## src/pkg/dual_array_pkg.sv

```systemverilog
/*
  Constants for the flash and EEPROM host: widths, commands, timing counts.
  Assumes a 200 MHz clock and a device that times its own write cycles.
*/
// How it works
// - Every write start sends the three-byte write enable sequence first.
// - Host loads each next byte within 150 us of the previous one.
// - Flash reads are allowed between EEPROM byte loads inside the window.
// - Flash select and EEPROM select are never low together.
// - Identification reads use flash select, A0 chooses maker or part code.
// - Command bytes go on eight data lines, addresses on low fifteen.
package dual_array_pkg;

  localparam int          ADDR_W      = 19;
  localparam int          DATA_W      = 8;
  localparam int          CMD_ADDR_W  = 15;
  localparam int          POLL_BIT    = 7;

  localparam logic [14:0] CMD_ADDR_A  = 15'h5555;
  localparam logic [14:0] CMD_ADDR_B  = 15'h2AAA;
  localparam logic [7:0]  CMD_BYTE_A  = 8'hAA;
  localparam logic [7:0]  CMD_BYTE_B  = 8'h55;
  localparam logic [7:0]  CMD_WRITE   = 8'hA0;
  localparam logic [7:0]  CMD_ID_IN   = 8'h90;
  localparam logic [7:0]  CMD_ID_OUT  = 8'hF0;

  localparam int CLK_PERIOD_NS         = 5;
  localparam int STROBE_NS             = 100;
  localparam int HIGH_NS               = 100;
  localparam int ACCESS_NS             = 120;
  localparam int DATA_HOLD_NS          = 10;
  localparam int BYTE_LOAD_WINDOW_US   = 150;
  localparam int FLASH_WRITE_TIME_MS   = 10;

  localparam int STROBE_CYC    = (STROBE_NS + CLK_PERIOD_NS - 1) / CLK_PERIOD_NS;
  localparam int HIGH_CYC      = (HIGH_NS + CLK_PERIOD_NS - 1) / CLK_PERIOD_NS;
  localparam int ACCESS_CYC    = (ACCESS_NS + CLK_PERIOD_NS - 1) / CLK_PERIOD_NS;
  localparam int DATA_HOLD_CYC = (DATA_HOLD_NS + CLK_PERIOD_NS - 1) / CLK_PERIOD_NS;
  localparam int WINDOW_CYC    = (BYTE_LOAD_WINDOW_US * 1000) / CLK_PERIOD_NS;
  localparam int WRITE_CYC     =
    (FLASH_WRITE_TIME_MS * 1000000 + CLK_PERIOD_NS - 1) / CLK_PERIOD_NS;
  localparam int LOAD_MARGIN_CYC = 64;

  localparam int FLASH_IDX  = 0;
  localparam int EEPROM_IDX = 1;

  typedef enum logic [2:0] {
    OP_READ,
    OP_WRITE_START,
    OP_LOAD,
    OP_POLL,
    OP_ID_ENTRY,
    OP_ID_EXIT,
    OP_ID_READ
  } op_t;

endpackage : dual_array_pkg
```

## src/hw/bus_cycle.sv

```systemverilog
/*
  One bus cycle on the shared pins: a read or a write strobe to one array.
  Assumes one cycle at a time and data pins synchronous to the clock.
*/
`timescale 1ns/1ps
module bus_cycle
  import dual_array_pkg::*;
(
  input  wire logic              clock,
  input  wire logic              srst,
  input  wire logic              start,
  input  wire logic              isWrite,
  input  wire logic              toEeprom,
  input  wire logic [ADDR_W-1:0] addrIn,
  input  wire logic [DATA_W-1:0] dataIn,
  output logic                   done,
  output logic [DATA_W-1:0]      rdData,
  output logic [ADDR_W-1:0]      addrPins,
  output logic [DATA_W-1:0]      dataOut,
  output logic                   dataOe,
  input  wire logic [DATA_W-1:0] dataPinsIn,
  output logic                   flashSelectN,
  output logic                   eepromSelectN,
  output logic                   writeEnableN,
  output logic                   outputEnableN
);

  typedef enum logic [1:0] {PH_IDLE, PH_SETUP, PH_STROBE, PH_RECOVER} phase_t;

  localparam logic [7:0] STROBE_END = 8'(STROBE_CYC - 1);
  localparam logic [7:0] ACCESS_END = 8'(ACCESS_CYC);
  localparam logic [7:0] HOLD_END   = 8'(DATA_HOLD_CYC);
  localparam logic [7:0] HIGH_END   = 8'(HIGH_CYC - 1);

  phase_t              phase_reg, phase_next;
  logic [7:0]          cnt_reg, cnt_next;
  logic                write_reg, write_next;
  logic                ee_reg, ee_next;
  logic                done_reg, done_next;
  logic [DATA_W-1:0]   rd_reg, rd_next;
  logic [ADDR_W-1:0]   addr_reg, addr_next;
  logic [DATA_W-1:0]   dout_reg, dout_next;
  logic                doe_reg, doe_next;
  logic                fsel_reg, fsel_next;
  logic                esel_reg, esel_next;
  logic                we_reg, we_next;
  logic                oe_reg, oe_next;

  always_comb begin
    phase_next = phase_reg;
    cnt_next   = cnt_reg;
    write_next = write_reg;
    ee_next    = ee_reg;
    done_next  = 1'b0;
    rd_next    = rd_reg;
    addr_next  = addr_reg;
    dout_next  = dout_reg;
    doe_next   = doe_reg;
    fsel_next  = fsel_reg;
    esel_next  = esel_reg;
    we_next    = we_reg;
    oe_next    = oe_reg;
    case (phase_reg)
      PH_IDLE: begin
        if (start) begin
          addr_next  = addrIn;
          dout_next  = dataIn;
          doe_next   = isWrite;
          write_next = isWrite;
          ee_next    = toEeprom;
          phase_next = PH_SETUP;
        end
      end
      PH_SETUP: begin
        // Only one select ever goes low
        fsel_next  = ee_reg;
        esel_next  = !ee_reg;
        we_next    = !write_reg;
        oe_next    = write_reg;
        cnt_next   = 8'h00;
        phase_next = PH_STROBE;
      end
      PH_STROBE: begin
        cnt_next = cnt_reg + 8'h01;
        if ((write_reg && cnt_reg == STROBE_END) || (!write_reg && cnt_reg == ACCESS_END)) begin
          if (!write_reg) begin
            rd_next = dataPinsIn;
          end
          fsel_next  = 1'b1;
          esel_next  = 1'b1;
          we_next    = 1'b1;
          oe_next    = 1'b1;
          cnt_next   = 8'h00;
          phase_next = PH_RECOVER;
        end
      end
      PH_RECOVER: begin
        // Selects high before next cycle
        cnt_next = cnt_reg + 8'h01;
        if (cnt_reg == HOLD_END) begin
          doe_next = 1'b0;
        end
        if (cnt_reg == HIGH_END) begin
          done_next  = 1'b1;
          phase_next = PH_IDLE;
        end
      end
      default: begin
        phase_next = PH_IDLE;
      end
    endcase
  end

  always_ff @(posedge clock) begin
    if (srst) begin
      phase_reg <= PH_IDLE;
      cnt_reg   <= 8'h00;
      write_reg <= 1'b0;
      ee_reg    <= 1'b0;
      done_reg  <= 1'b0;
      rd_reg    <= '0;
      addr_reg  <= '0;
      dout_reg  <= '0;
      doe_reg   <= 1'b0;
      fsel_reg  <= 1'b1;
      esel_reg  <= 1'b1;
      we_reg    <= 1'b1;
      oe_reg    <= 1'b1;
    end else begin
      phase_reg <= phase_next;
      cnt_reg   <= cnt_next;
      write_reg <= write_next;
      ee_reg    <= ee_next;
      done_reg  <= done_next;
      rd_reg    <= rd_next;
      addr_reg  <= addr_next;
      dout_reg  <= dout_next;
      doe_reg   <= doe_next;
      fsel_reg  <= fsel_next;
      esel_reg  <= esel_next;
      we_reg    <= we_next;
      oe_reg    <= oe_next;
    end
  end

  assign done          = done_reg;
  assign rdData        = rd_reg;
  assign addrPins      = addr_reg;
  assign dataOut       = dout_reg;
  assign dataOe        = doe_reg;
  assign flashSelectN  = fsel_reg;
  assign eepromSelectN = esel_reg;
  assign writeEnableN  = we_reg;
  assign outputEnableN = oe_reg;

endmodule : bus_cycle

```

## src/hw/dual_array_host.sv

```systemverilog
/*
  Host controller for a flash plus EEPROM part on a shared byte bus.
  Assumes a user that waits for cmdReady and a self-timed device.
*/
`timescale 1ns/1ps
module dual_array_host
  import dual_array_pkg::*;
#(
  parameter int BYTE_LOAD_WINDOW_CYC = WINDOW_CYC,
  parameter int FLASH_WRITE_CYC      = WRITE_CYC
)
(
  input  wire logic              clock,
  input  wire logic              srst,
  input  wire logic              cmdValid,
  input  wire op_t               cmdOp,
  input  wire logic              cmdEeprom,
  input  wire logic [ADDR_W-1:0] cmdAddr,
  input  wire logic [DATA_W-1:0] cmdData,
  output logic                   cmdReady,
  output logic                   rspValid,
  output logic [DATA_W-1:0]      rspData,
  output logic                   rspError,
  output logic                   flashBusy,
  output logic                   eepromBusy,
  output logic                   loadOpen,
  output logic                   idMode,
  output logic [ADDR_W-1:0]      addrPins,
  output logic [DATA_W-1:0]      dataOut,
  output logic                   dataOe,
  input  wire logic [DATA_W-1:0] dataIn,
  output logic                   flashSelectN,
  output logic                   eepromSelectN,
  output logic                   writeEnableN,
  output logic                   outputEnableN
);

  localparam int TW = $clog2(FLASH_WRITE_CYC + BYTE_LOAD_WINDOW_CYC + 1);
  localparam logic [TW-1:0] LOAD_LIMIT = TW'(BYTE_LOAD_WINDOW_CYC - LOAD_MARGIN_CYC);
  localparam logic [TW-1:0] WINDOW_END = TW'(BYTE_LOAD_WINDOW_CYC);
  localparam logic [TW-1:0] WRITE_END  = TW'(FLASH_WRITE_CYC);

  typedef enum logic [2:0] {ST_IDLE, ST_SEQ, ST_SEQ_WAIT, ST_USER, ST_USER_WAIT} state_t;

  state_t              state_reg, state_next;
  logic [1:0]          seq_reg, seq_next;
  op_t                 op_reg, op_next;
  logic                ee_reg, ee_next;
  logic [ADDR_W-1:0]   addr_reg, addr_next;
  logic [DATA_W-1:0]   data_reg, data_next;
  logic                ready_reg, ready_next;
  logic                rspv_reg, rspv_next;
  logic [DATA_W-1:0]   rspd_reg, rspd_next;
  logic                rspe_reg, rspe_next;
  logic                start_reg, start_next;
  logic                ewr_reg, ewr_next;
  logic                eee_reg, eee_next;
  logic [ADDR_W-1:0]   eaddr_reg, eaddr_next;
  logic [DATA_W-1:0]   edata_reg, edata_next;

  logic                open_reg, open_next;
  logic                lee_reg, lee_next;
  logic [TW-1:0]       ltim_reg, ltim_next;
  logic [1:0]          busy_reg, busy_next;
  logic [TW-1:0]       btim_reg [2], btim_next [2];
  logic [ADDR_W-1:0]   laddr_reg [2], laddr_next [2];
  logic [1:0]          lbit_reg, lbit_next;
  logic                id_reg, id_next;

  logic                engDone;
  logic [DATA_W-1:0]   engRd;
  logic                take;
  logic                legal;
  logic                evLoad;
  logic                evPoll;
  logic                evIdIn;
  logic                evIdOut;
  logic                arrIdx;

  assign arrIdx = cmdEeprom;

  // Command legality
  always_comb begin
    legal = 1'b0;
    case (cmdOp)
      OP_WRITE_START: legal = !busy_reg[arrIdx] && !open_reg && !id_reg;
      OP_LOAD:        legal = open_reg && (lee_reg == cmdEeprom)
                              && (ltim_reg < LOAD_LIMIT);
      OP_READ:        legal = !id_reg && !(open_reg && (lee_reg == cmdEeprom));
      OP_POLL:        legal = !id_reg && !(open_reg && (lee_reg == cmdEeprom));
      OP_ID_ENTRY:    legal = !id_reg && !open_reg;
      OP_ID_EXIT:     legal = id_reg;
      OP_ID_READ:     legal = id_reg;
      default:        legal = 1'b0;
    endcase
  end

  assign take = (state_reg == ST_IDLE) && ready_reg && cmdValid;

  // Command sequencer
  always_comb begin
    state_next = state_reg;
    seq_next   = seq_reg;
    op_next    = op_reg;
    ee_next    = ee_reg;
    addr_next  = addr_reg;
    data_next  = data_reg;
    rspv_next  = 1'b0;
    rspd_next  = rspd_reg;
    rspe_next  = 1'b0;
    start_next = 1'b0;
    ewr_next   = ewr_reg;
    eee_next   = eee_reg;
    eaddr_next = eaddr_reg;
    edata_next = edata_reg;
    evLoad     = 1'b0;
    evPoll     = 1'b0;
    evIdIn     = 1'b0;
    evIdOut    = 1'b0;
    case (state_reg)
      ST_IDLE: begin
        if (take) begin
          op_next = cmdOp;
          ee_next = cmdEeprom;
          addr_next = cmdEeprom ? {4'h0, cmdAddr[CMD_ADDR_W-1:0]} : cmdAddr;
          data_next = cmdData;
          seq_next  = 2'd0;
          if (!legal) begin
            rspv_next = 1'b1;
            rspe_next = 1'b1;
          end else if (cmdOp == OP_WRITE_START || cmdOp == OP_ID_ENTRY
                       || cmdOp == OP_ID_EXIT) begin
            state_next = ST_SEQ;
          end else begin
            state_next = ST_USER;
          end
        end
      end
      ST_SEQ: begin
        // Id commands use flash select
        start_next = 1'b1;
        ewr_next   = 1'b1;
        eee_next   = (op_reg == OP_WRITE_START) && ee_reg;
        eaddr_next = {4'h0, (seq_reg == 2'd1) ? CMD_ADDR_B : CMD_ADDR_A};
        case (seq_reg)
          2'd0:    edata_next = CMD_BYTE_A;
          2'd1:    edata_next = CMD_BYTE_B;
          default: edata_next = (op_reg == OP_WRITE_START) ? CMD_WRITE :
                                (op_reg == OP_ID_ENTRY) ? CMD_ID_IN : CMD_ID_OUT;
        endcase
        state_next = ST_SEQ_WAIT;
      end
      ST_SEQ_WAIT: begin
        if (engDone) begin
          if (seq_reg != 2'd2) begin
            seq_next   = seq_reg + 2'd1;
            state_next = ST_SEQ;
          end else if (op_reg == OP_WRITE_START) begin
            state_next = ST_USER;
          end else begin
            evIdIn     = (op_reg == OP_ID_ENTRY);
            evIdOut    = (op_reg == OP_ID_EXIT);
            rspv_next  = 1'b1;
            rspd_next  = '0;
            state_next = ST_IDLE;
          end
        end
      end
      ST_USER: begin
        start_next = 1'b1;
        ewr_next   = (op_reg == OP_WRITE_START) || (op_reg == OP_LOAD);
        eee_next   = ee_reg && (op_reg != OP_ID_READ);
        edata_next = data_reg;
        if (op_reg == OP_ID_READ) begin
          eaddr_next = {{(ADDR_W-1){1'b0}}, addr_reg[0]};
        end else if (op_reg == OP_POLL) begin
          eaddr_next = laddr_reg[ee_reg];
        end else begin
          eaddr_next = addr_reg;
        end
        state_next = ST_USER_WAIT;
      end
      ST_USER_WAIT: begin
        if (engDone) begin
          evLoad     = ewr_reg;
          evPoll     = (op_reg == OP_POLL);
          rspv_next  = 1'b1;
          rspd_next  = ewr_reg ? '0 : engRd;
          state_next = ST_IDLE;
        end
      end
      default: begin
        state_next = ST_IDLE;
      end
    endcase
    ready_next = (state_next == ST_IDLE) && !take;
  end

  // Window, busy and id mode
  always_comb begin
    open_next  = open_reg;
    lee_next   = lee_reg;
    ltim_next  = ltim_reg;
    busy_next  = busy_reg;
    lbit_next  = lbit_reg;
    id_next    = id_reg;
    for (int i = 0; i < 2; i++) begin
      btim_next[i]  = btim_reg[i];
      laddr_next[i] = laddr_reg[i];
      if (busy_reg[i]) begin
        btim_next[i] = btim_reg[i] + TW'(1);
        if (btim_reg[i] == WRITE_END) begin
          busy_next[i] = 1'b0;
        end
      end
    end
    if (open_reg) begin
      ltim_next = ltim_reg + TW'(1);
      if (ltim_reg == WINDOW_END) begin
        open_next          = 1'b0;
        busy_next[lee_reg] = 1'b1;
        btim_next[lee_reg] = '0;
      end
    end
    if (evPoll && (engRd[POLL_BIT] == lbit_reg[ee_reg])) begin
      busy_next[ee_reg] = 1'b0;
    end
    if (evLoad) begin
      open_next          = 1'b1;
      lee_next           = ee_reg;
      ltim_next          = '0;
      laddr_next[ee_reg] = eaddr_reg;
      lbit_next[ee_reg]  = edata_reg[POLL_BIT];
    end
    if (evIdIn) begin
      id_next = 1'b1;
    end
    if (evIdOut) begin
      id_next = 1'b0;
    end
  end

  always_ff @(posedge clock) begin
    if (srst) begin
      state_reg <= ST_IDLE;
      seq_reg   <= 2'd0;
      op_reg    <= OP_READ;
      ee_reg    <= 1'b0;
      addr_reg  <= '0;
      data_reg  <= '0;
      ready_reg <= 1'b0;
      rspv_reg  <= 1'b0;
      rspd_reg  <= '0;
      rspe_reg  <= 1'b0;
      start_reg <= 1'b0;
      ewr_reg   <= 1'b0;
      eee_reg   <= 1'b0;
      eaddr_reg <= '0;
      edata_reg <= '0;
    end else begin
      state_reg <= state_next;
      seq_reg   <= seq_next;
      op_reg    <= op_next;
      ee_reg    <= ee_next;
      addr_reg  <= addr_next;
      data_reg  <= data_next;
      ready_reg <= ready_next;
      rspv_reg  <= rspv_next;
      rspd_reg  <= rspd_next;
      rspe_reg  <= rspe_next;
      start_reg <= start_next;
      ewr_reg   <= ewr_next;
      eee_reg   <= eee_next;
      eaddr_reg <= eaddr_next;
      edata_reg <= edata_next;
    end
  end

  always_ff @(posedge clock) begin
    if (srst) begin
      open_reg  <= 1'b0;
      lee_reg   <= 1'b0;
      ltim_reg  <= '0;
      busy_reg  <= 2'b00;
      btim_reg  <= '{default: '0};
      laddr_reg <= '{default: '0};
      lbit_reg  <= 2'b00;
      id_reg    <= 1'b0;
    end else begin
      open_reg  <= open_next;
      lee_reg   <= lee_next;
      ltim_reg  <= ltim_next;
      busy_reg  <= busy_next;
      btim_reg  <= btim_next;
      laddr_reg <= laddr_next;
      lbit_reg  <= lbit_next;
      id_reg    <= id_next;
    end
  end

  bus_cycle pins (
    .clock         (clock),
    .srst          (srst),
    .start         (start_reg),
    .isWrite       (ewr_reg),
    .toEeprom      (eee_reg),
    .addrIn        (eaddr_reg),
    .dataIn        (edata_reg),
    .done          (engDone),
    .rdData        (engRd),
    .addrPins      (addrPins),
    .dataOut       (dataOut),
    .dataOe        (dataOe),
    .dataPinsIn    (dataIn),
    .flashSelectN  (flashSelectN),
    .eepromSelectN (eepromSelectN),
    .writeEnableN  (writeEnableN),
    .outputEnableN (outputEnableN)
  );

  assign cmdReady   = ready_reg;
  assign rspValid   = rspv_reg;
  assign rspData    = rspd_reg;
  assign rspError   = rspe_reg;
  assign flashBusy  = busy_reg[FLASH_IDX];
  assign eepromBusy = busy_reg[EEPROM_IDX];
  assign loadOpen   = open_reg;
  assign idMode     = id_reg;

endmodule : dual_array_host

```

## config.mk

```make
export PLATFORM = sky130hd
export DESIGN_NAME = dual_array_host
export DESIGN_NICKNAME = d
export VERILOG_FILES = /design/src/pkg/dual_array_pkg.sv /design/src/hw/bus_cycle.sv /design/src/hw/dual_array_host.sv
export SDC_FILE = /design/constraint.sdc
export NUM_CORES = 1
export LEC_CHECK = 0
export BUFFER_PORTS_ARGS = -buffer_cell sky130_fd_sc_hd__buf_2
export CORE_MARGIN = 10
export CORE_UTILIZATION = 41
export DETAILED_ROUTE_END_ITERATION = 8
export GPL_TIMING_DRIVEN = 0
export PLACE_DENSITY = 0.66
export SLEW_MARGIN = 20
export SYNTH_ARGS = -nofsm -noshare
export SYNTH_HDL_FRONTEND = slang
export SYNTH_SLANG_ARGS = --single-unit
```

## constraint.sdc

```tcl
create_clock -name clock -period 2.5 [get_ports clock]
set_input_delay 0.5 -clock clock [delete_from_list [all_inputs] [get_ports clock]]
set_output_delay 0.5 -clock clock [all_outputs]
set_load 0.03 [all_outputs]
```

Word-level counts from Yosys, hierarchy flattened. Index checks and enable logic that the tools add are counted.

Register bits after elaboration: 238. Input bits: 42. Word-level logic and storage cells: 254.

$add $sub $neg: 5. Order comparisons: 10. Equal/unequal tests: 40. Multiplexer cells: 96. Bitwise operators: 10. Reductions and logical operators: 55.

Operators by type and width (count): two-way mux 19 bit (7); two-way mux 42 bit (2); adder 21 x 1 -> 21 bit (second input constant) (3); two-way mux 21 bit (3); two-way mux 8 bit (6); one-hot mux 8 bit (2 select lines) (3); bitwise AND 42 bit (1); == test 21 bit (second input constant) (2); inverter 42 bit (1); bitwise mux 38 bit (1); one-hot mux 19 bit (2 select lines) (1); two-way mux 1 bit (36); two-way mux 2 bit (12); one-hot mux 8 bit (3 select lines) (1); demux 21 bit (select 1 bit) (1); == test 21 x 15 -> 1 bit (second input constant) (1); == test 3 bit (second input constant) (7); less-than comparator 21 x 15 -> 1 bit (second input constant) (1); demux 19 bit (select 1 bit) (1); == test 3 x 2 -> 1 bit (second input constant) (6); logical AND 1 bit (18); == test 8 x 5 -> 1 bit (second input constant) (2); two-way mux 15 bit (1); one-hot mux 3 bit (5 select lines) (1); 39 further kinds (98).

Depth between registers and ports, before layout.
Depth in word-level cells: 11. Mapped depth: 8. Mapped depth without buffers: 7.

Hierarchy. Synthesis repeated with hierarchy kept, for this count alone.

Cells, all modules: 1220. Area total of the unflattened synthesis: 10162.2 sq um.

Modules (own cells, without submodules): dual_array_host (times used 1, cells an instance 971, area each 8001.4 sq um, sequential area each 3703.6 sq um); bus_cycle (times used 1, cells an instance 249, area each 2160.8 sq um, sequential area each 1061.0 sq um).

Worst setup path after synthesis. Ideal clock, no wire load.

Path kind: flip-flop to flip-flop. From: register busy_reg[1]. To: register btim_reg[20] (netlist bit). Library setup time: 0.117 ns. Arrival: 1.734 ns. Setup slack: 0.649 ns. Cell stages (with the launch flop): 8. Path buffers: 2. Cells stage by stage: dfxtp_1 > buf_2 > nand3_1 > or3_1 > clkbuf_1 > nor3_1 > xnor2_1 > nor2_1.

Word-level cells in the longest chain between the ends: 4.

RTL lines: start, declared (line dual_array_host.sv:64) `logic [1:0] busy_reg, busy_next;`; start signal, assigned (line dual_array_host.sv:293) `busy_reg <= busy_next;`; two-way mux 21 bit * (line dual_array_host.sv:210) `if (busy_reg[i]) begin`; bitwise AND 42 bit (no line); two-way mux 42 bit (line dual_array_host.sv:219) `if (ltim_reg == WINDOW_END) begin`; two-way mux 42 bit * (line dual_array_host.sv:217) `if (open_reg) begin`; end signal, assigned (line dual_array_host.sv:294) `btim_reg <= btim_next;`; end, declared (line dual_array_host.sv:65) `logic [TW-1:0] btim_reg [2], btim_next [2];`.

Mark *: on every way between the ends. The rest lies on a longest branch, timed or not. A chain may end at the register's enable or synchronous reset.

Final worst setup path.
From: register state_reg[0]. To: register data_reg[7].

Word-level cells in the longest chain between the ends: 4.

RTL lines: start, declared (line dual_array_host.sv:45) `state_t state_reg, state_next;`; start signal, assigned (line dual_array_host.sv:261) `state_reg <= state_next;`; zero test 3 bit * (line dual_array_host.sv:98, dual_array_host.sv:120); logical AND 1 bit (2 in series) (line dual_array_host.sv:98) `assign take = (state_reg == ST_IDLE) && ready_reg && cmdValid;`; AND reduction 2 bit (no line) *; end signal, assigned (line dual_array_host.sv:266) `data_reg <= data_next;`; end, declared (line dual_array_host.sv:50) `logic [DATA_W-1:0] data_reg, data_next;`.

Marks and branches as above.

==> run metrics <==
worst IR drop on VDD=0.585 mV; buffer levels on the longest clock path=3; Ant. Diodes=0; setup repair after global routing missed its margin=no; total detailed-routing wirelength=about 29000 µm; root buffer cell=sky130_fd_sc_hd__clkbuf_16; post-synthesis cell type count=70; worst slack after detailed placement=198 ps; sort of element at the start of the critical path=register; Area Growth Syn to Fin=17.0%; Die Ht=179 µm; CTS tree=yes; Post-Syn Area per Cell=8.29 µm²; clock sink count=238; Final Setup Violations=0; Worst Reg2Reg Path Length in Cells=7; number of buffers added by the clock tree synthesis step=26; total met2 wirelength after detailed routing=~13000 µm; arrival time of the worst setup path=2750 ps; Post-CTS Setup Bufs=0; number of cells produced by synthesis=1249; outcome=finished, final reports clean; number of global-route vias before repair=between 8000 and 9000; Pwr per Cell Area=717 mW/mm²; Final period util=0.910; global-route wire length before repair=46200 µm; final worst path period need=2280 ps; overall die area=about 0.032 mm²; Max H-tree Level=1; post-route worst setup slack=225 ps; core footprint=0.0250 mm²; worst clock skew=about 32 ps; final total negative setup slack=0 ps; routed via count=9032; leading register cell type out of synthesis=sky130_fd_sc_hd__dfxtp_1; leading post-synthesis cells by cell area=sky130_fd_sc_hd__dfxtp_1 46%, sky130_fd_sc_hd__nand2_1 9.1%, sky130_fd_sc_hd__a21oi_1 6.7%, sky130_fd_sc_hd__nor2_1 5.3%, sky130_fd_sc_hd__xnor2_1 3.3%; number of placed instances with taps included=1664; Starting DRT DRC Count=between 600 and 700; number of routed nets with antenna violations=0; library cell with the highest instance count after synthesis=sky130_fd_sc_hd__nand2_1; worst hold stages=3; Leak Pwr=4.29 nW; Vias/cell=between 5 and 6; required arrival time at the worst endpoint=2970 ps; largest net degree at the start of global routing=14; chip width=179 µm; overall power of the completed layout=8.68 mW; Max Clk Rate=about 0.44 GHz; sum of met3 wire segment lengths after detailed routing=1430 µm; clk slew on worst S/H paths=60 ps; critical path peak fanout=10; combined global-route utilization of all metal layers=0.176; first-pass iteration count of the detailed router=5; number of violations of the max-capacitance limit=0; HP Class=in2reg; Ys Warns=0; largest area contributor in the netlist=sky130_fd_sc_hd__dfxtp_1; proportion of synthesized flip-flops having asynchronous set or reset=0; initial core utilization=0.413; number of antenna violations at the first check in global routing=0; count of buffers inserted at the top-level ports=85; cell area after synthesis=slightly above 0.01 mm²; number of design rule violations left after detail routing=0; max FFs per register=42; Final GP Congestion=roughly 0.85; Worst Max-Slew Pin Slew=around 1000 ps; routed metal-1 wirelength=between 10000 and 15000 µm; # IOs=89; final hold viol count=0; Cell Count, Final, Fillers Out=between 1500 and 2000; share of the yosys chip area belonging to registers=0.460; top metal layer carrying routed signals=met4; tightest slew margin relative to the limit=0.332; final net count=1422; share of final-layout standard cells stronger than drive strength 1=0.123; fill count=2467; post-synthesis register bit count=roughly 240; floorplan row count=58; Critical Path Sink Type=register; list of most frequent post-synthesis cells=250 x sky130_fd_sc_hd__nand2_1, 238 x sky130_fd_sc_hd__dfxtp_1, 145 x sky130_fd_sc_hd__nor2_1; insertion delay to the later sink of the worst-skew pair=~540 ps; path type of the worst setup path=reg2reg; share of the synthesized area in the top cell type=0.460; per-cell routed wire length=16.7 µm; Detailed Place HPWL=around 20000 µm; number of flops mapped to enable cells by yosys=0; final slew viol count=0; total overflow reported by the global router=0; net count after synthesis=about 1300
-- cells by family after synthesis --
| group | after synthesis | share of synthesized area |
|---|---|---|
| compound gates | 224 | 0.129 |
| xor+xnor | 66 | 0.0559 |
| fa+ha+maj | 18 | 0.0218 |
| buf+inv | 102 | 0.0458 |
| flops | 238 | 0.460 |
| mux | 35 | 0.0341 |
| simple gates | 566 | 0.253 |
-- critical path, cell delays in order, from the launching register on --
cell,delay [ps]
sky130_fd_sc_hd__dfxtp_1,310
sky130_fd_sc_hd__buf_2,170
sky130_fd_sc_hd__nor3_1,340
sky130_fd_sc_hd__and3_1,210
sky130_fd_sc_hd__clkbuf_1,490
sky130_fd_sc_hd__buf_2,400
sky130_fd_sc_hd__nand2_1,160
sky130_fd_sc_hd__a21oi_1,140
-- through the flow --
stage	hold WS [ps]	util	area (µm²)
after global routing	195	0.484	12100
after global placement	440	0.447	11200
final	189	0.484	12100
after detailed placement	444	0.447	11200
after floorplan	432	-	10300
after CTS	182	0.484	12100
-- routing by layer --
metal / track usage / up-vias
met5: 0 / -
met1: 0.225 / 4248
met3: 0.0261 / 58
met4: 0.0630 / 0
met2: 0.296 / 251
li1: - / 4475
-- power breakdown --
group          switching, mW  internal (mW)
registers             0.0700           3.87
clock network           1.57           2.50
logic                  0.436          0.228
-- worst paths after layout --
| path | from | endpoint | slack [ps] |
|---|---|---|---|
| max | state_reg[0] | data_reg[7] | 220 |
| min | dataIn[4] | pins.rdData[4] | 190 |
| max reg2reg | state_reg[0] | data_reg[7] | 220 |
| min reg2reg | rspData[0] | rspData[0] | 450 |
-- final cells by class --
type	instances	area, µm²	area share
Timing Repair Buffer	85	425	0.0351
Tap cell	330	413	0.0341
Inverter	25	93.8	0.00775
Sequential cell	238	4760	0.394
Buffer	77	383	0.0316
Multi-Input combinational cell	909	5110	0.422
Clock buffer	37	752	0.0621
Clock inverter	11	166	0.0137
-- repair_timing --
item,in CTS,in global routing
endpoints found under the setup margin,0,6
hold buffers,0,0
gates resized for setup,0,4
endpoints found under the hold margin,0,0
-- layout by cell type (no fill, tap or decap), types with 21 or more instances in the layout --
cell type	count
sky130_fd_sc_hd__a21oi_1	138
sky130_fd_sc_hd__xnor2_1	39
sky130_fd_sc_hd__inv_1	25
sky130_fd_sc_hd__nor3_1	21
sky130_fd_sc_hd__nor2_1	145
sky130_fd_sc_hd__xor2_1	27
sky130_fd_sc_hd__mux2i_1	33
sky130_fd_sc_hd__nand3_1	35
sky130_fd_sc_hd__clkbuf_16	26
sky130_fd_sc_hd__buf_2	98
sky130_fd_sc_hd__nand2_1	250
sky130_fd_sc_hd__dfxtp_1	238
sky130_fd_sc_hd__a211oi_1	30
sky130_fd_sc_hd__clkbuf_1	57
(Power assumes the default switching activity.)
